**src/hdl/fwx_dummy_unused.sv**
```systemverilog
// Holds no design code; every module lives in a file of its own
`default_nettype none
`default_nettype wire

```
**src/hdl/fwx_pkg.sv**
```systemverilog
// Shared constants for the width and depth expanded FIFO chain
`default_nettype none

package fwx_pkg;

  // Geometry
  localparam int DATA_W = 20;            // Bits per device word
  localparam int LANES  = 2;             // Devices side by side
  localparam int STAGES = 2;             // Devices in series
  localparam int DEPTH  = 16;            // Words per stage memory

  // Ripple and bubble timing in transfer clock cycles
  localparam int FILL_LAST_CYC   = 3;    // Write to own output ready
  localparam int FILL_HOP_CYC    = 4;    // Added per extra stage
  localparam int DRAIN_FIRST_CYC = 2;    // Read to own input ready
  localparam int DRAIN_HOP_CYC   = 3;    // Added per extra stage

  // Pointer delay chains that produce those figures
  localparam int WPTR_DLY = FILL_LAST_CYC - 1;
  localparam int RPTR_DLY = DRAIN_FIRST_CYC - 1;

  // Extra cycles granted before a latency is called late
  localparam int LATE_SLACK = 4;

  // Strap levels driven during master reset
  localparam logic STRAP_FIRST_WORD_FALL_THROUGH = 1'b1;    // Fall-through timing
  localparam logic STRAP_SDR  = 1'b1;    // Single data rate

endpackage

`default_nettype wire

```
**src/hdl/fwx_link_if.sv**
```systemverilog
// Link between the expanded FIFO chain and its writer and reader
`default_nettype none

interface fwx_link_if
  import fwx_pkg::*;
#(
  parameter int LANE_N = LANES,
  parameter int WIDTH  = DATA_W
);
  logic [LANE_N*WIDTH-1:0] write_data_bus;          // Concatenated lanes
  logic                    write_en_n;              // Shared write enable
  logic [LANE_N-1:0]       input_ready_n;           // Per lane, low = room
  logic [LANE_N*WIDTH-1:0] read_data_bus;           // Concatenated lanes
  logic                    read_en_n;               // Shared read enable
  logic [LANE_N-1:0]       output_ready_n;          // Per lane, low = word
  logic                    first_word_fall_through; // Strap
  logic                    single_rate_mode;        // Strap

  modport dev (
    input  write_data_bus, write_en_n, read_en_n,
    input  first_word_fall_through, single_rate_mode,
    output input_ready_n, output_ready_n, read_data_bus
  );

  modport host (
    output write_data_bus, write_en_n, read_en_n,
    output first_word_fall_through, single_rate_mode,
    input  input_ready_n, output_ready_n, read_data_bus
  );
endinterface

`default_nettype wire

```
**src/hdl/fwx_host.sv**
```systemverilog
// Writer and reader end: shared controls, composite flags, latency watch
//
// How it works
// RULE1 - Tie all devices' control inputs together
// RULE2 - Devices' flags may differ by one cycle
// RULE3 - Standard mode: AND empty flags, AND full flags
// RULE4 - Fall-through mode: OR output ready, OR input ready
// RULE5 - Combine device flags only through gates
// RULE6 - Side-by-side devices share depth, widths may differ
// RULE7 - Wide buses concatenate each device's bus
// RULE8 - Depth chain: outputs feed next inputs directly
// RULE9 - Chain capacity is the sum of stages
// RULE10 - Strap fall-through timing during master reset
// RULE11 - Strap single data rate on every device
// RULE12 - First word ripples down without any read
// RULE13 - Word at outputs drives output ready low
// RULE14 - Fill: (N-1)*4 transfer plus 3 read cycles
// RULE15 - Allow extra fill and drain cycles for skew
// RULE16 - Only the first word sees ripple delay
// RULE17 - Free slot bubbles back, input ready low
// RULE18 - Drain: (N-1)*3 transfer plus 2 write cycles
// RULE19 - Transfer clock is the faster of write/read
// RULE20 - Stage read from next room, write from word
`default_nettype none

module fwx_host
  import fwx_pkg::*;
#(
  parameter int LANE_N      = LANES,
  parameter int STAGE_N     = STAGES,
  parameter int WIDTH       = DATA_W,
  parameter int DEPTH_WORDS = DEPTH,
  parameter bit FIRST_WORD_FALL_THROUGH        = 1'b1,      // Zero reads flags as standard mode
  parameter int SLACK       = LATE_SLACK
)(
  // Clock and reset
  input  wire logic                    ref_clk,
  input  wire logic                    rst_b,
  // Link to the device chain
  fwx_link_if.host                     link,
  // Upstream writer
  input  wire logic [LANE_N*WIDTH-1:0] up_data,
  input  wire logic                    up_valid,
  output logic                         up_ready_n_q,
  // Downstream reader
  output logic [LANE_N*WIDTH-1:0]      dn_data_q,
  output logic                         dn_valid_q,
  input  wire logic                    dn_ready,
  // Occupancy and latency status
  output logic [$clog2(STAGE_N*(DEPTH_WORDS+1)+1)-1:0] level_q,
  output logic                         fill_late_q,
  output logic                         drain_late_q
);
  // Whole-chain capacity, each stage memory plus its output word
  localparam int CAPACITY = STAGE_N * (DEPTH_WORDS + 1);
  localparam int LVL_W    = $clog2(CAPACITY + 1);

  // Budgets with skew margin on top; see RULE14, RULE18 and RULE15
  localparam int FILL_BUDGET  = (STAGE_N-1)*FILL_HOP_CYC + FILL_LAST_CYC + SLACK;
  localparam int DRAIN_BUDGET = (STAGE_N-1)*DRAIN_HOP_CYC + DRAIN_FIRST_CYC + SLACK;
  localparam int CNT_W        = $clog2(FILL_BUDGET + DRAIN_BUDGET + 2);

  //////////////////////////////////////////////////////////////////////////////
  // Composite flags

  logic room_all;   // Every lane can take a word
  logic word_all;   // Every lane holds a word

  // Lane flags meet only in gates, never wire to wire; see RULE5
  if (FIRST_WORD_FALL_THROUGH)
  begin : g_first_word_fall_through
    // Any lane not ready holds off the whole word; see RULE4
    wire ir_comp_n = |link.input_ready_n;
    wire or_comp_n = |link.output_ready_n;
    assign room_all = !ir_comp_n;
    assign word_all = !or_comp_n;
  end
  else
  begin : g_std
    // Flags read as empty and full; any lane low wins; see RULE3
    wire empty_flag_n = &link.output_ready_n;
    wire full_flag_n  = &link.input_ready_n;
    assign room_all = full_flag_n;
    assign word_all = empty_flag_n;
  end

  //////////////////////////////////////////////////////////////////////////////
  // Handshakes

  logic wen_n_q;    // Shared write enable, also the hold flag
  logic ren_n_q;    // Shared read enable
  logic [LANE_N*WIDTH-1:0] wdat_q;   // Word held for the chain

  // One enable for all lanes keeps them in lockstep; see RULE1
  wire acc     = !wen_n_q && room_all;
  wire pop     = !ren_n_q && word_all;
  wire up_take = up_valid && !up_ready_n_q;
  wire dn_take = dn_valid_q && dn_ready;

  // Hold register: one word, so the writer sees half rate at best
  wire hold_d  = up_take || (!wen_n_q && !acc);
  wire dnv_d   = pop || (dn_valid_q && !dn_take);

  // Occupancy moves with accepted pushes and pops
  wire [LVL_W-1:0] level_d = level_q + {{(LVL_W-1){1'b0}}, acc}
                                     - {{(LVL_W-1){1'b0}}, pop};

  // Write side: hold, shared enable and writer ready
  always_ff @(posedge ref_clk or negedge rst_b)
  begin
    if (!rst_b)
    begin
      wen_n_q      <= 1'b1;
      up_ready_n_q <= 1'b1;
      wdat_q       <= '0;
    end
    else
    begin
      wen_n_q      <= !hold_d;
      up_ready_n_q <= hold_d;
      // Lanes side by side form the wide word; see RULE7 and RULE6
      if (up_take)
        wdat_q <= up_data;
    end
  end

  // Read side: shared enable and delivered word
  always_ff @(posedge ref_clk or negedge rst_b)
  begin
    if (!rst_b)
    begin
      ren_n_q    <= 1'b1;
      dn_valid_q <= 1'b0;
      dn_data_q  <= '0;
    end
    else
    begin
      // Ask only while the delivery slot will be free
      ren_n_q    <= dnv_d;
      dn_valid_q <= dnv_d;
      if (pop)
        dn_data_q <= link.read_data_bus;
    end
  end

  // Strap levels from reset; single rate held, fall-through follows FIRST_WORD_FALL_THROUGH after reset; see RULE10 and RULE11
  logic first_word_fall_through_q;     // Fall-through strap level
  logic sdr_q;      // Single rate strap level

  always_ff @(posedge ref_clk or negedge rst_b)
  begin
    if (!rst_b)
    begin
      first_word_fall_through_q <= STRAP_FIRST_WORD_FALL_THROUGH;
      sdr_q  <= STRAP_SDR;
    end
    else
    begin
      first_word_fall_through_q <= FIRST_WORD_FALL_THROUGH;
      sdr_q  <= STRAP_SDR;
    end
  end

  assign link.write_en_n              = wen_n_q;
  assign link.write_data_bus          = wdat_q;
  assign link.read_en_n               = ren_n_q;
  assign link.first_word_fall_through = first_word_fall_through_q;
  assign link.single_rate_mode        = sdr_q;

  //////////////////////////////////////////////////////////////////////////////
  // Latency watch

  logic             fill_run_q;    // Waiting for the first word
  logic             drain_run_q;   // Waiting for the first slot
  logic [CNT_W-1:0] fill_cnt_q;    // Cycles since the write
  logic [CNT_W-1:0] drain_cnt_q;   // Cycles since the read

  // A write into an empty chain starts the ripple; see RULE12
  wire fill_start  = acc && (level_q == '0);
  // A read from a full chain starts the bubble; see RULE17
  wire drain_start = pop && (level_q == LVL_W'(CAPACITY));
  wire fill_over   = fill_run_q && !word_all
                     && (fill_cnt_q >= CNT_W'(FILL_BUDGET));
  wire drain_over  = drain_run_q && !room_all
                     && (drain_cnt_q >= CNT_W'(DRAIN_BUDGET));

  // Counters stop on arrival; late flags stay set until reset
  always_ff @(posedge ref_clk or negedge rst_b)
  begin
    if (!rst_b)
    begin
      level_q      <= '0;
      fill_run_q   <= 1'b0;
      drain_run_q  <= 1'b0;
      fill_cnt_q   <= '0;
      drain_cnt_q  <= '0;
      fill_late_q  <= 1'b0;
      drain_late_q <= 1'b0;
    end
    else
    begin
      level_q <= level_d;
      // Fill watch
      if (fill_start)
      begin
        fill_run_q <= 1'b1;
        fill_cnt_q <= '0;
      end
      else if (fill_run_q && (word_all || fill_over))
        fill_run_q <= 1'b0;
      else if (fill_run_q)
        fill_cnt_q <= fill_cnt_q + 1'b1;
      // Drain watch
      if (drain_start)
      begin
        drain_run_q <= 1'b1;
        drain_cnt_q <= '0;
      end
      else if (drain_run_q && (room_all || drain_over))
        drain_run_q <= 1'b0;
      else if (drain_run_q)
        drain_cnt_q <= drain_cnt_q + 1'b1;
      // Sticky lateness
      if (fill_over)
        fill_late_q <= 1'b1;
      if (drain_over)
        drain_late_q <= 1'b1;
    end
  end

endmodule

`default_nettype wire

```
**src/flat_wrapper.sv**
```systemverilog
// flat-port wrapper written by rule: the top's interface ports become plain ports
module fwx_host_flat import fwx_pkg::*;
#(
  parameter int LANE_N      = LANES,
  parameter int STAGE_N     = STAGES,
  parameter int WIDTH       = DATA_W,
  parameter int DEPTH_WORDS = DEPTH,
  parameter bit FIRST_WORD_FALL_THROUGH        = 1'b1,                                          
  parameter int SLACK       = LATE_SLACK
)
  (ref_clk, rst_b, up_data, up_valid, up_ready_n_q, dn_data_q, dn_valid_q, dn_ready, level_q, fill_late_q, drain_late_q, link_write_data_bus, link_write_en_n, link_read_en_n, link_first_word_fall_through, link_single_rate_mode, link_input_ready_n, link_output_ready_n, link_read_data_bus);
  fwx_link_if #(.LANE_N(LANE_N), .WIDTH(WIDTH)) link_i ();
  input  wire logic ref_clk;
  input  wire logic rst_b;
  input  wire logic [LANE_N*WIDTH-1:0] up_data;
  input  wire logic up_valid;
  output logic up_ready_n_q;
  output logic [LANE_N*WIDTH-1:0] dn_data_q;
  output logic dn_valid_q;
  input  wire logic dn_ready;
  output logic [$clog2(STAGE_N*(DEPTH_WORDS+1)+1)-1:0] level_q;
  output logic fill_late_q;
  output logic drain_late_q;
  output wire logic [$bits(link_i.write_data_bus)-1:0] link_write_data_bus;
  output wire logic [$bits(link_i.write_en_n)-1:0] link_write_en_n;
  output wire logic [$bits(link_i.read_en_n)-1:0] link_read_en_n;
  output wire logic [$bits(link_i.first_word_fall_through)-1:0] link_first_word_fall_through;
  output wire logic [$bits(link_i.single_rate_mode)-1:0] link_single_rate_mode;
  input wire logic [$bits(link_i.input_ready_n)-1:0] link_input_ready_n;
  input wire logic [$bits(link_i.output_ready_n)-1:0] link_output_ready_n;
  input wire logic [$bits(link_i.read_data_bus)-1:0] link_read_data_bus;
  assign link_write_data_bus = link_i.write_data_bus;
  assign link_write_en_n = link_i.write_en_n;
  assign link_read_en_n = link_i.read_en_n;
  assign link_first_word_fall_through = link_i.first_word_fall_through;
  assign link_single_rate_mode = link_i.single_rate_mode;
  assign link_i.input_ready_n = link_input_ready_n;
  assign link_i.output_ready_n = link_output_ready_n;
  assign link_i.read_data_bus = link_read_data_bus;
  fwx_host #(.LANE_N(LANE_N), .STAGE_N(STAGE_N), .WIDTH(WIDTH), .DEPTH_WORDS(DEPTH_WORDS), .FIRST_WORD_FALL_THROUGH(FIRST_WORD_FALL_THROUGH), .SLACK(SLACK)) u_core (.ref_clk(ref_clk), .rst_b(rst_b), .link(link_i), .up_data(up_data), .up_valid(up_valid), .up_ready_n_q(up_ready_n_q), .dn_data_q(dn_data_q), .dn_valid_q(dn_valid_q), .dn_ready(dn_ready), .level_q(level_q), .fill_late_q(fill_late_q), .drain_late_q(drain_late_q));
endmodule
```
**config.mk**
```make
export PLATFORM = sky130hd
export DESIGN_NAME = fwx_host_flat
export DESIGN_NICKNAME = d
export VERILOG_FILES = /design/src/hdl/fwx_dummy_unused.sv /design/src/hdl/fwx_pkg.sv /design/src/hdl/fwx_link_if.sv /design/src/hdl/fwx_host.sv /design/src/flat_wrapper.sv
export SDC_FILE = /design/constraint.sdc
export NUM_CORES = 1
export LEC_CHECK = 0
export BUFFER_PORTS_ARGS = -buffer_cell sky130_fd_sc_hd__buf_2
export CELL_PAD_IN_SITES_DETAIL_PLACEMENT = 1
export CELL_PAD_IN_SITES_GLOBAL_PLACEMENT = 1
export CORE_MARGIN = 3
export CORE_UTILIZATION = 38
export DETAILED_ROUTE_END_ITERATION = 7
export HOLD_SLACK_MARGIN = 0.15
export PLACE_DENSITY = 0.81
export SLEW_MARGIN = 20
export SYNTH_ARGS = -nofsm -noshare
export SYNTH_HDL_FRONTEND = slang
export SYNTH_SLANG_ARGS = --single-unit
```
**constraint.sdc**
```tcl
create_clock -name ref_clk -period 6.22 [get_ports ref_clk]
set_input_delay 1.244 -clock ref_clk [delete_from_list [all_inputs] [get_ports ref_clk]]
set_output_delay 1.244 -clock ref_clk [all_outputs]
set_load 0.05 [all_outputs]
```
; After elaboration in Yosys (flattened, before gate mapping)
; Cells that the tools add are included.
[op_classes]
n_addsub = 4
order_cmp = 2
eq_ne = 3
n_mux = 10
n_reduce_logical = 35
[op_table]
columns = cell, count
row1 = $mux W5, 6
row2 = $logic_and A1 B1 Y1, 14
row3 = $add A5 B1 Y5 const B, 2
row4 = $ge A5 B4 Y1 const B, 2
row5 = $logic_not A1 Y1, 8
row6 = $reduce_bool A2 Y1, 4
row7 = $add A6 B1 Y6, 1
row8 = $eq A6 B6 Y1 const B, 1
row9 = $logic_not A6 Y1, 1
row10 = $sub A6 B1 Y6, 1
row11 = $logic_or A1 B1 Y1, 4
row12 = $mux W1, 4
row13 = $ne A2 B1 Y1 const B, 2
row14 = $reduce_and A2 Y1, 2
row15 = $reduce_or A2 Y1, 2
[totals]
ff_bits = 104
input_bits = 88
output_inout_bits = 94
elab_cells = 67

; Depth between registers and ports, before layout
; Gate-level depths: netlist of the first run.
[logic_depth]
ltp_word = 7
depth_mapped = 11
mapped_depth_nobuf = 9

; Least setup slack after synthesis of the first run
; No wires, ideal clock.
[synth_timing]
path_kind = input to register
from = input port link_output_ready_n[1]
to = register u_core.level_q[5]
setup_ps = 122
arrival_ps = 3203
required_ps = 6098
path_slack_ps = 2896
stages = 10
n_path_buf = 2
path_cell_list = or3_1 clkbuf_1 inv_2 buf_2 ha_1 inv_1 ha_1 a211oi_1 or4b_1 o2111a_1
[synth_via]
elab_chain_len = 4
[synth_rtl]
columns = item, line_no
row1 = "start, declared", flat_wrapper.sv:30  ; input wire logic [$bits(link_i.output_ready_n)-1:0] link_output_ready_n;
row2 = $reduce_or A2 Y1, fwx_host.sv:74  ; wire or_comp_n = |link.output_ready_n;
row3 = $logic_not A1 Y1, fwx_host.sv:76  ; assign word_all = !or_comp_n;
row4 = $logic_and A1 B1 Y1, fwx_host.sv:96  ; wire pop = !ren_n_q && word_all;
row5 = named net u_core.pop, fwx_host.sv:96
row6 = $sub A6 B1 Y6, fwx_host.sv:106  ; - {{(LVL_W-1){1'b0}}, pop};
row7 = named net u_core.level_d[5], fwx_host.sv:105  ; wire [LVL_W-1:0] level_d = level_q + {{(LVL_W-1){1'b0}}, acc}
row8 = "end signal, assigned", fwx_host.sv:202  ; level_q <= level_d;
row9 = "end, declared", fwx_host.sv:50  ; output logic [$clog2(STAGE_N*(DEPTH_WORDS+1)+1)-1:0] level_q,
; The timed path passes the listed nets, and every way through them passes these cells.
; A chain may end at the register's enable or synchronous reset.

; Worst setup path in the final report of the first run
[layout_timing]
from = input port link_output_ready_n[1]
to = register u_core.level_q[5]
[layout_via]
elab_chain_len = 4
[layout_rtl]
columns = item, line_no
row1 = $reduce_or A2 Y1, fwx_host.sv:74
row2 = $logic_not A1 Y1, fwx_host.sv:76
row3 = $logic_and A1 B1 Y1, fwx_host.sv:96
row4 = $sub A6 B1 Y6, fwx_host.sv:106
row5 = named net u_core.level_d[5], fwx_host.sv:105
; The timed path passes the listed nets, and every way through them passes these cells.

==> run_results.csv, run 1 <==
group,metric,value,unit
synthesis,ys_ff_latch,104,
cells_and_area,areaGrowthSynthToFinish,30.96,%
synthesis,synthesis.area,4280,µm²
power_and_ir_drop,p_leak,0.002954,µW
placed_design,dp_hpwl,8.584,mm
worst_setup_path,crit_chain,"buf_2 > or3_1 > buf_4 > inv_2 > ha_1 > inv_1 > ha_1 > a211oi_1 > or4b_1 > o2111a_1",
synthesis,synth-main-ff-cell,"dfrtp_1",
worst_setup_path,cp_slowest_stage_delay,0.58,ns
outcome,status,"finished, final reports clean",
synthesis,postSynthAreaPerCell,11.32,µm²
worst_setup_path,r2r-start,"u_core.link.read_en_n$_DFF_PN1_",
worst_setup_path,cp-end-kind,"flop",
route,vias,3385,
cts,clock_sinks,104,
placed_design,io_buffers,179,
global_route,globalRouteTotalUtil,0.1790,
cells_and_area,stdcell_count,698,
min_path,holdCritPathClass,"flop to flop",
synthesis,ys_warn_count,0,
global_route,grt_start_max_net_pins,71,
timing,hold_viol,0,
cts,h-tree-depth,3,
synthesis,synth-async-reset-ratio,1.000,
timing,rsz0062_at_grt,"false",
timing,max_slew_margin,0.4141,
placed_design,gp_congestion,0.7665,
global_route,antenna_found_initial,0,
cells_and_area,drive_above_1_share,0.4355,
die,die_y,112.1,µm
route,wirelength,11.22,mm
timing,period_share,0.6039,
timing,skew,0.007141,ns
timing,setup_ws,2.464,ns
die,coreArea,10940,µm²
cts,cts-root-buf,"clkbuf_16",
cells_and_area,layout.nets,654,
worst_setup_path,critPathLaunch,"link_output_ready_n[1]",
timing,clock.fmax,266.2,MHz
synthesis,synth-compound-area-share,0.05028,
worst_setup_path,crit_required,6.44,ns
cts,ctsResizeCount,0,
cts,cts_tree,"yes",
cts,post_cts_buffers,0,
timing,setup_violations,0,
route,wire_per_inst,16.07,µm
route,dr.pass1.iters,4,
cells_and_area,antenna_cells,0,
worst_setup_path,cp.arrival,3.97,ns
worst_setup_path,critPathLaunchType,"input pin",
route,drcViolationCount,0,
placed_design,pre_cts_ws,2.115,ns
synthesis,synth_top_family_by_area,"simple AND/OR/NAND/NOR gates",
die,io_pins,182,
synthesis,synth-edff-count,0,
die,die_area,12570,µm²
timing,worstMarginPinSlew,0.8789,ns
timing,timing.hold.ws,0.4691,ns
global_route,grt_overflow,0,
power_and_ir_drop,power.ir.vdd_worst,0.2749,mV
die,die_x,112.1,µm
cts,clock_latency,0.33,ns
timing,fin_crit,3.756,ns
synthesis,synthXorXnorAreaFrac,0.006139,
job,maxCapViolCount,0,
worst_setup_path,worstPathMaxFanout,46,
cells_and_area,fillers,1255,
cts,cts.hold.buffers_added,0,
route,viasPerCell,4.850,
worst_setup_path,critPathMostFrequentCell,"ha_1",
synthesis,yosys.area_share.adder,0.03975,
route,ant_nets,0,
synthesis,synthCells,378,
placed_design,dp_cells,681,
synthesis,yosysUniqueCellTypes,40,
cts,cts_buffers,9,
timing,tns,0,ns
die,initial_core_util,0.3914,
placed_design,placed_area,5291,µm²
synthesis,synth.mux.area_fraction,0.1146,
cts,clockBufferDepth,2,
synthesis,synth-simple-area-share,0.1464,
worst_setup_path,slowest_stage,"inv_2",
worst_setup_path,path_class,"input pin to flop",
cts,clk_pin_slew,0.06,ns
min_path,min_delay_path_depth,1,
power_and_ir_drop,p_per_area,508.3,nW/µm²
route,drt_iter0_drc,148,
global_route,grt_pass1_vias,3571,
min_path,hp-start,"u_core.drain_late_q$_DFFE_PN0P_",
cells_and_area,stdcell_area,5605,µm²
synthesis,yosysSeqAreaShare,0.6089,
die,rows,38,
worst_setup_path,rr_worst_depth,9,
timing,slew_violations,0,
global_route,grt_pass1_wl,18.17,mm
[layer usage]
metal / global-route usage / part of all wire / vias to the layer above
met1: 0.2250 / 0.43 / 1652
met3: 0.03666 / 0.064 / 16
met5: 0 / 0 / -
met4: 0.06170 / 0.016 / 0
li1: - / - / 1589
met2: 0.3083 / 0.49 / 128
[report_power, final]
part	switching [µW]	leakage [µW]	internal, µW
Combinational	936	0.00155	367
Clock	240	0.000138	306
Sequential	125	0.00127	875
Total	1300	0.00295	1550
[cells in the final DEF, fill, tap and decap left out, types with 3 or more instances in the layout]
cell type,instances
mux2_2,40
a21oi_1,5
clkbuf_16,9
o21bai_1,7
dfstp_2,3
buf_4,3
nor2_1,6
mux2i_1,4
clkbuf_8,3
dfrtp_1,101
o21ai_0,7
inv_1,13
ha_1,12
xor2_1,3
nand2_1,120
buf_2,178
[synth_stat cells, types with 2 or more instances]
master	instances	area, µm²
a211oi_1	2	15.01
o21ai_1	2	10.01
or3_1	2	12.51
buf_2	8	40.04
inv_1	13	48.80
dfstp_2	3	78.83
dfrtp_1	101	2527
nor4b_1	2	17.52
or4_1	2	15.01
clkbuf_1	9	33.78
xor2_1	3	26.28
o22a_1	2	17.52
nand3_1	2	10.01
o21ai_0	7	35.03
o21bai_1	7	52.55
nor2b_1	3	18.77
nand2_1	120	450.4
nor3_1	2	10.01
a21oi_1	5	25.02
nor3b_1	2	15.01
or2_1	2	12.51
nor2_1	6	22.52
ha_1	12	150.1
mux2i_1	4	40.04
buf_4	2	15.01
mux2_2	40	450.4
o31ai_1	2	15.01
[cell type report]
cell class                 instances  area, µm²  share of cell area
timing repair buffer             182      933.4              0.1665
clock inverter                     3      23.77            0.004241
tap                              140      175.2             0.03125
sequential                       104       2606              0.4650
multi-input combinational        242       1544              0.2754
clock buffer                      13      270.3             0.04821
inverter                          14      52.55            0.009375
[state kept, by name, indices dropped and copies added (netlist names)]
register                    flops
u_core.fill_cnt_q               5
u_core.fill_late_q              1
u_core.drain_cnt_q              5
u_core.dn_data_q               40
u_core.link.write_en_n          1
u_core.level_q                  6
u_core.drain_late_q             1
u_core.drain_run_q              1
u_core.dn_valid_q               1
u_core.link.write_data_bus     40
u_core.fill_run_q               1
u_core.link.read_en_n           1
u_core.up_ready_n_q             1
[path summary, 6_finish.rpt]
check	to	slack, ns
worst max-delay path	u_core.level_q[5]$_DFF_PN0_	2.46
worst min-delay path	u_core.drain_late_q$_DFFE_PN0P_	0.47
worst max register to register	u_core.level_q[5]$_DFF_PN0_	3.10
worst min register to register	u_core.drain_late_q$_DFFE_PN0P_	0.47
max in group asynchronous	u_core.drain_late_q$_DFFE_PN0P_	4.10
min in group asynchronous	u_core.link.write_data_bus[21]$_DFFE_PN0P_	0.86
[critical path: cells and delay by family]
kind	cells	cell delay (ns)
AO/OA/AOI/OAI	2	0.26
adder cells (fa/ha/maj)	2	0.56
buffers and inverters	4	1.01
AND/OR/NAND/NOR	2	0.85
[through the flow]
| stage | total power [µW] | util |
|---|---|---|
| 4_1_cts | 2881 | 0.5108 |
| 3_3_place_gp | 2269 | 0.4839 |
| 6_report | 2849 | 0.5126 |
| 2_1_floorplan | 1976 | - |
| 5_1_grt | 3013 | 0.5126 |
| 3_5_place_dp | 2327 | 0.4839 |
[logic make-up (layout without fill, tap and decap cells)]
group,after synthesis,count (layout)
AOI/OAI and AO/OA,32,32
muxes,44,44
other,1,2
DFF,104,104
xor gates and xnor gates,3,3
buffers and inverters,33,212
adders and majority gates,13,13
and+or+nand+nor,148,148
Note: power is estimated with default switching activity, not from simulation.
==> inputs of run 2 (changes only) <==
CORE_UTILIZATION = 36   (was 38)
PLACE_DENSITY = 0.77   (was 0.81)
clock period = 3.7 ns   (was 6.22 ns; I/O delays follow)
==> run 2 against run 1 <==
  * Routed wire length about the same
  * Setup slack worse by 1.1 ns
  * Total power grew 71%
  * Sequential cell count did not move
  * Non-clock buffer count grew 1
  * Register-to-register slack got worse by 1.7 ns
  * Clock-buffer cell count decreased by 2
  * Global-route usage down 1.1 points
  * Critical path depth is 1 lower
  * Sequential share of layout area is 0.38 points lower
  * Clock power grew 79%
  * Critical path type unchanged
  * Critical endpoint unchanged
  * Largest cell class unchanged
  * Largest power group unchanged
  * Highest routed layer unchanged
==> run_results.csv, run 2 (synthesized netlist as in run 1, its figures left out) <==
group,metric,value,unit
outcome,status,"finished, final reports clean",
cts,cts_buffers,9,
die,initial_core_util,0.3717,
die,coreArea,11520,µm²
cts,clock_latency,0.34,ns
cells_and_area,areaGrowthSynthToFinish,32.04,%
timing,max_slew_margin,0.5574,
worst_setup_path,crit_required,3.94,ns
route,vias,3374,
worst_setup_path,worstPathMaxFanout,3,
cells_and_area,layout.nets,655,
worst_setup_path,r2r-end,"u_core.level_q[5]$_DFF_PN0_",
worst_setup_path,cp.arrival,2.61,ns
global_route,globalRouteTotalUtil,0.1684,
placed_design,gp_congestion,0.7702,
cells_and_area,layout_commonest_cell,"buf_2",
placed_design,pre_cts_ws,0.9582,ns
cells_and_area,drive_above_1_share,0.4401,
cells_and_area,fillers,1347,
route,wirelength,11.23,mm
worst_setup_path,critPathLaunchType,"input pin",
cts,clk_pin_slew,0.07,ns
cts,ctsResizeCount,0,
cts,cts.hold.buffers_added,0,
worst_setup_path,rr_worst_depth,8,
job,maxCapViolCount,0,
global_route,grt_pass1_vias,3506,
die,io_pins,182,
timing,clock.fmax,420.8,MHz
die,die_y,115.0,µm
cts,cts-root-buf,"clkbuf_16",
cts,clock_sinks,104,
placed_design,dp_hpwl,8.355,mm
die,die_area,13230,µm²
timing,rsz0062_at_grt,"false",
cts,clockBufferDepth,2,
die,rows,39,
timing,skew,0.004125,ns
power_and_ir_drop,power.ir.vdd_worst,0.4001,mV
route,drt_iter0_drc,120,
cts,h-tree-depth,3,
worst_setup_path,reg2reg_slack,1.42,ns
timing,tns,0,ns
global_route,antenna_found_initial,0,
timing,hold_viol,0,
cells_and_area,stdcell_count,702,
placed_design,dp_cells,685,
global_route,grt_overflow,0,
route,viasPerCell,4.806,
worst_setup_path,cp-end-kind,"flop",
cts,post_cts_buffers,0,
placed_design,io_buffers,179,
worst_setup_path,path_class,"input pin to flop",
cells_and_area,final_cell_mix,"buf_2, nand2_1, dfrtp_1",
power_and_ir_drop,p_per_area,860.7,nW/µm²
route,dr.pass1.iters,4,
timing,timing.hold.ws,0.4089,ns
timing,setup_ws,1.324,ns
cts,cts_tree,"yes",
global_route,grt_pass1_wl,17.46,mm
min_path,holdCritPathClass,"input pin to async pin",
route,ant_nets,0,
power_and_ir_drop,p_leak,0.002976,µW
timing,slew_violations,0,
cells_and_area,antenna_cells,0,
timing,worstMarginPinSlew,0.6639,ns
worst_setup_path,r2r-start,"u_core.link.read_en_n$_DFF_PN1_",
timing,period_share,0.6423,
die,die_x,115.0,µm
route,wire_per_inst,15.99,µm
timing,fin_crit,2.376,ns
timing,setup_violations,0,
global_route,grt_start_max_net_pins,54,
route,drcViolationCount,0,
-- run 2: cell count changes in the layout (fill, tap and decap cells not counted), sizes merged --
cell    delta
clkbuf     -2
inv        -1
bufinv     +1
clkinv     +2
buf        +1
-- run 2: worst max-delay path by stage --
stage	start	to	slack (ns)
floorplan	link_output_ready_n[1]	u_core.level_q[5]$_DFF_PN0_	0.88
global placement	link_output_ready_n[1]	u_core.level_q[5]$_DFF_PN0_	0.99
detailed placement	link_output_ready_n[1]	u_core.level_q[5]$_DFF_PN0_	0.96
CTS	link_output_ready_n[1]	u_core.level_q[5]$_DFF_PN0_	1.33
global route	link_output_ready_n[1]	u_core.level_q[5]$_DFF_PN0_	1.22
finish	link_output_ready_n[1]	u_core.level_q[5]$_DFF_PN0_	1.32
-- run 2: routing by layer --
layer  share of wire  GRT usage  vias up
met3           0.075    0.05632       13
met2            0.49     0.2874      127
met4           0.017    0.05634        0
li1                -          -     1587
met5               0          0        -
met1            0.42     0.2001     1647
-- run 2: report_power, final --
group / internal, µW / leakage [µW] / switching [µW]
Combinational: 626 / 0.00156 / 1590
Sequential: 1470 / 0.00127 / 203
Clock: 559 / 0.000148 / 417
Total: 2650 / 0.00298 / 2210
-- run 2: worst max-delay path: stages --
cell,delay (ns)
buf_2,0.10
or3_2,0.46
inv_2,0.07
ha_1,0.22
inv_1,0.06
ha_1,0.21
a211oi_1,0.11
or4b_1,0.50
o2111a_1,0.14
-- run 2: cell type report --
class                      count  area (µm²)  share of cell area
clock buffer                  11       252.7             0.04472
clock inverter                 5       55.05            0.009741
inverter                      14       52.55            0.009298
multi-input combinational    242        1545              0.2734
sequential                   104        2606              0.4611
tap                          143       178.9             0.03166
timing repair buffer         183       960.9              0.1700
-- run 2: stage by stage --
stage / utilization / power (µW) / area [µm²]
detailed placement: 0.4616 / 3930 / 5316
global route: 0.4908 / 5139 / 5652
finish: 0.4908 / 4865 / 5652
floorplan: - / 3322 / 4284
global placement: 0.4616 / 3822 / 5316
CTS: 0.4884 / 4931 / 5624
==> inputs of run 3 (changes only) <==
ABC_AREA = 1   (was default)
CORE_UTILIZATION = 34   (was 36)
PLACE_DENSITY = 0.76   (was 0.77)
clock period = 2.3 ns   (was 3.7 ns; I/O delays follow)
==> run 3 against run 2 <==
  * Synthesized cell count up 32%
  * First-iteration DRC count down 21%
  * Critical endpoint is now u_core.level_q[4]$_DFF_PN0_
  * Combinational power up 55%
  * Sequential cell count unchanged
  * Critical path depth up 1
  * Synthesized area up 2.1%
  * Largest cell class unchanged
  * Via count up 15%
  * Non-clock buffer count up 2
  * Utilization down 2.0 points
==> run_results.csv, run 3 <==
group,metric,value,unit
timing,worstMarginPinSlew,0.6813,ns
die,rows,40,
worst_setup_path,crit_required,2.53,ns
global_route,grt_overflow,0,
cts,clock_latency,0.35,ns
timing,hold_viol,0,
synthesis,yosys-top-cells-area,"dfrtp_1, nand2_1, ha_1, inv_1, dfstp_2",
power_and_ir_drop,power.ir.vdd_worst,0.4493,mV
die,die_y,119.4,µm
synthesis,yosysMostFrequentCell,"nand2_1",
global_route,grt_start_max_net_pins,58,
cts,post_cts_buffers,0,
cells_and_area,drive_above_1_share,0.3216,
worst_setup_path,critPathLaunchType,"flop",
synthesis,synthCells,500,
synthesis,yosysUniqueCellTypes,28,
die,die_area,14250,µm²
route,drt_iter0_drc,95,
job,maxCapViolCount,0,
route,ant_nets,0,
placed_design,io_buffers,179,
outcome,status,"finished, final reports clean",
route,wirelength,12.56,mm
worst_setup_path,cp.arrival,2.28,ns
power_and_ir_drop,p_per_area,1313,nW/µm²
min_path,holdCritPathClass,"input pin to flop",
worst_setup_path,path_class,"flop to flop",
synthesis,ys_ff_latch,104,
synthesis,postSynthAreaPerCell,8.738,µm²
global_route,globalRouteTotalUtil,0.1815,
placed_design,dp_hpwl,9.604,mm
synthesis,ys_warn_count,0,
timing,tns,0,ns
cells_and_area,layout.nets,780,
worst_setup_path,r2r-start,"u_core.link.read_en_n$_DFF_PN1_",
timing,fin_crit,2.058,ns
worst_setup_path,worstPathMaxFanout,3,
timing,rsz0062_at_grt,"false",
power_and_ir_drop,p_leak,0.003397,µW
route,dr.pass1.iters,4,
synthesis,synth-edff-count,0,
cts,cts_buffers,9,
global_route,grt_pass1_wl,20.78,mm
timing,setup_violations,0,
worst_setup_path,critPathLaunch,"u_core.link.read_en_n$_DFF_PN1_",
die,io_pins,182,
die,initial_core_util,0.3563,
route,drcViolationCount,0,
min_path,hp-start,"link_read_data_bus[13]",
timing,max_slew_margin,0.5452,
die,coreArea,12260,µm²
placed_design,gp_congestion,0.8029,
cells_and_area,areaGrowthSynthToFinish,32.25,%
timing,skew,0.005214,ns
global_route,antenna_found_initial,0,
route,vias,3866,
die,die_x,119.4,µm
timing,slew_violations,0,
route,wire_per_inst,14.74,µm
power_and_ir_drop,p_total,7586,µW
timing,clock.fmax,485.8,MHz
synthesis,synth_common_cells,"nand2_1, dfrtp_1, inv_1",
timing,period_share,0.8950,
cts,h-tree-depth,3,
cts,clk_pin_slew,0.07,ns
synthesis,synth_top_area_frac,0.5785,
synthesis,synthesis.area,4369,µm²
cts,clockBufferDepth,2,
synthesis,yosysSeqAreaShare,0.5965,
global_route,grt_pass1_vias,4162,
cts,cts_tree,"yes",
cells_and_area,layout_commonest_cell,"nand2_1",
synthesis,synth-async-reset-ratio,1.000,
synthesis,synth-main-ff-cell,"dfrtp_1",
cells_and_area,antenna_cells,0,
cts,cts-root-buf,"clkbuf_16",
worst_setup_path,cp-end-kind,"flop",
synthesis,synth_top_cell_by_area,"dfrtp_1",
cells_and_area,final_cell_mix,"nand2_1, buf_2, dfrtp_1",
cts,clock_sinks,104,
route,viasPerCell,4.538,
## run 3: cell types whose count changed in the layout (fill, tap and decap cells not counted), moves of 4 or more
cell	before	now
nand2_1	120	275
mux2_2	40	0
inv_1	13	27
nor2_1	6	17
nand3_1	2	12
nand4_1	0	6
o21ai_0	7	1
o21bai_1	7	1
mux2i_1	4	0
## run 3: per-stage QoR
stage / cell area [µm²] / std cells / util / hold slack, ns / worst slack (ns)
2_1_floorplan: 4410 / 501 / - / 0.1644 / -0.04228
3_3_place_gp: 5478 / 835 / 0.4467 / 0.3619 / 0.2366
3_5_place_dp: 5478 / 835 / 0.4467 / 0.3723 / 0.1594
4_1_cts: 5778 / 852 / 0.4712 / 0.2885 / 0.2318
5_1_grt: 5778 / 852 / 0.4712 / 0.2923 / 0.1797
6_report: 5778 / 852 / 0.4712 / 0.3025 / 0.2416
## run 3: report_power, final
| group | internal [µW] | switching (µW) | total [µW] |
|---|---|---|---|
| registers | 2320 | 294 | 2620 |
| clock network | 843 | 674 | 1520 |
| logic | 811 | 2640 | 3450 |
| total | 3980 | 3610 | 7590 |
## run 3: routing by layer
layer / vias up / GRT usage / share of wire
met5: - / 0 / 0
met4: 0 / 0.07087 / 0.018
met3: 18 / 0.05508 / 0.078
met2: 135 / 0.3055 / 0.50
met1: 1847 / 0.2180 / 0.41
li1: 1866 / - / -
## run 3: cells by family after synthesis
kind of cell | count (synthesis) | synth area share
compound gates | 8 | 0.01146
xor+xnor | 5 | 0.01002
fa+ha+maj | 13 | 0.03895
buf+inv | 50 | 0.04868
flops | 104 | 0.5965
other cells | 1 | 0.0008583
simple gates | 319 | 0.2935
## run 3: final timing paths
path | end | slack [ns] | cells after the start
worst max-delay path | u_core.level_q[4]$_DFF_PN0_ | 0.24 | 10
worst min-delay path | u_core.dn_data_q[13]$_DFFE_PN0P_ | 0.30 | 3
worst max register to register | u_core.level_q[4]$_DFF_PN0_ | 0.24 | 10
worst min register to register | u_core.link.write_data_bus[35]$_DFFE_PN0P_ | 0.46 | 2
max in group asynchronous | u_core.up_ready_n_q$_DFF_PN1_ | 1.06 | 3
min in group asynchronous | u_core.dn_data_q[2]$_DFFE_PN0P_ | 0.54 | 2
## run 3: timing repair
item | CTS | global route
hold buffers | 1 | 0
hold endpoints to repair | 16 | 0
resized for setup | 0 | 0
setup endpoints to repair | 0 | 0
## run 3: final cells by class
type                            instances  area (µm²)
Clock inverter                          5       57.56
Timing Repair Buffer                  185       958.4
Tap cell                              168       210.2
Clock buffer                           11       232.7
Fill cell                            1551        6484
Sequential cell                       104        2606
Multi-Input combinational cell        347        1590
Inverter                               32       122.6
## run 3: worst max-delay path, stage by stage, from the launching register on
cell and delay (ns):
dfstp_2 0.53, inv_2 0.04, nand2_4 0.06, inv_4 0.04, ha_4 0.25, inv_2 0.03
ha_4 0.16, fa_2 0.39, a21oi_2 0.16, o21bai_1 0.10, xor2_1 0.17
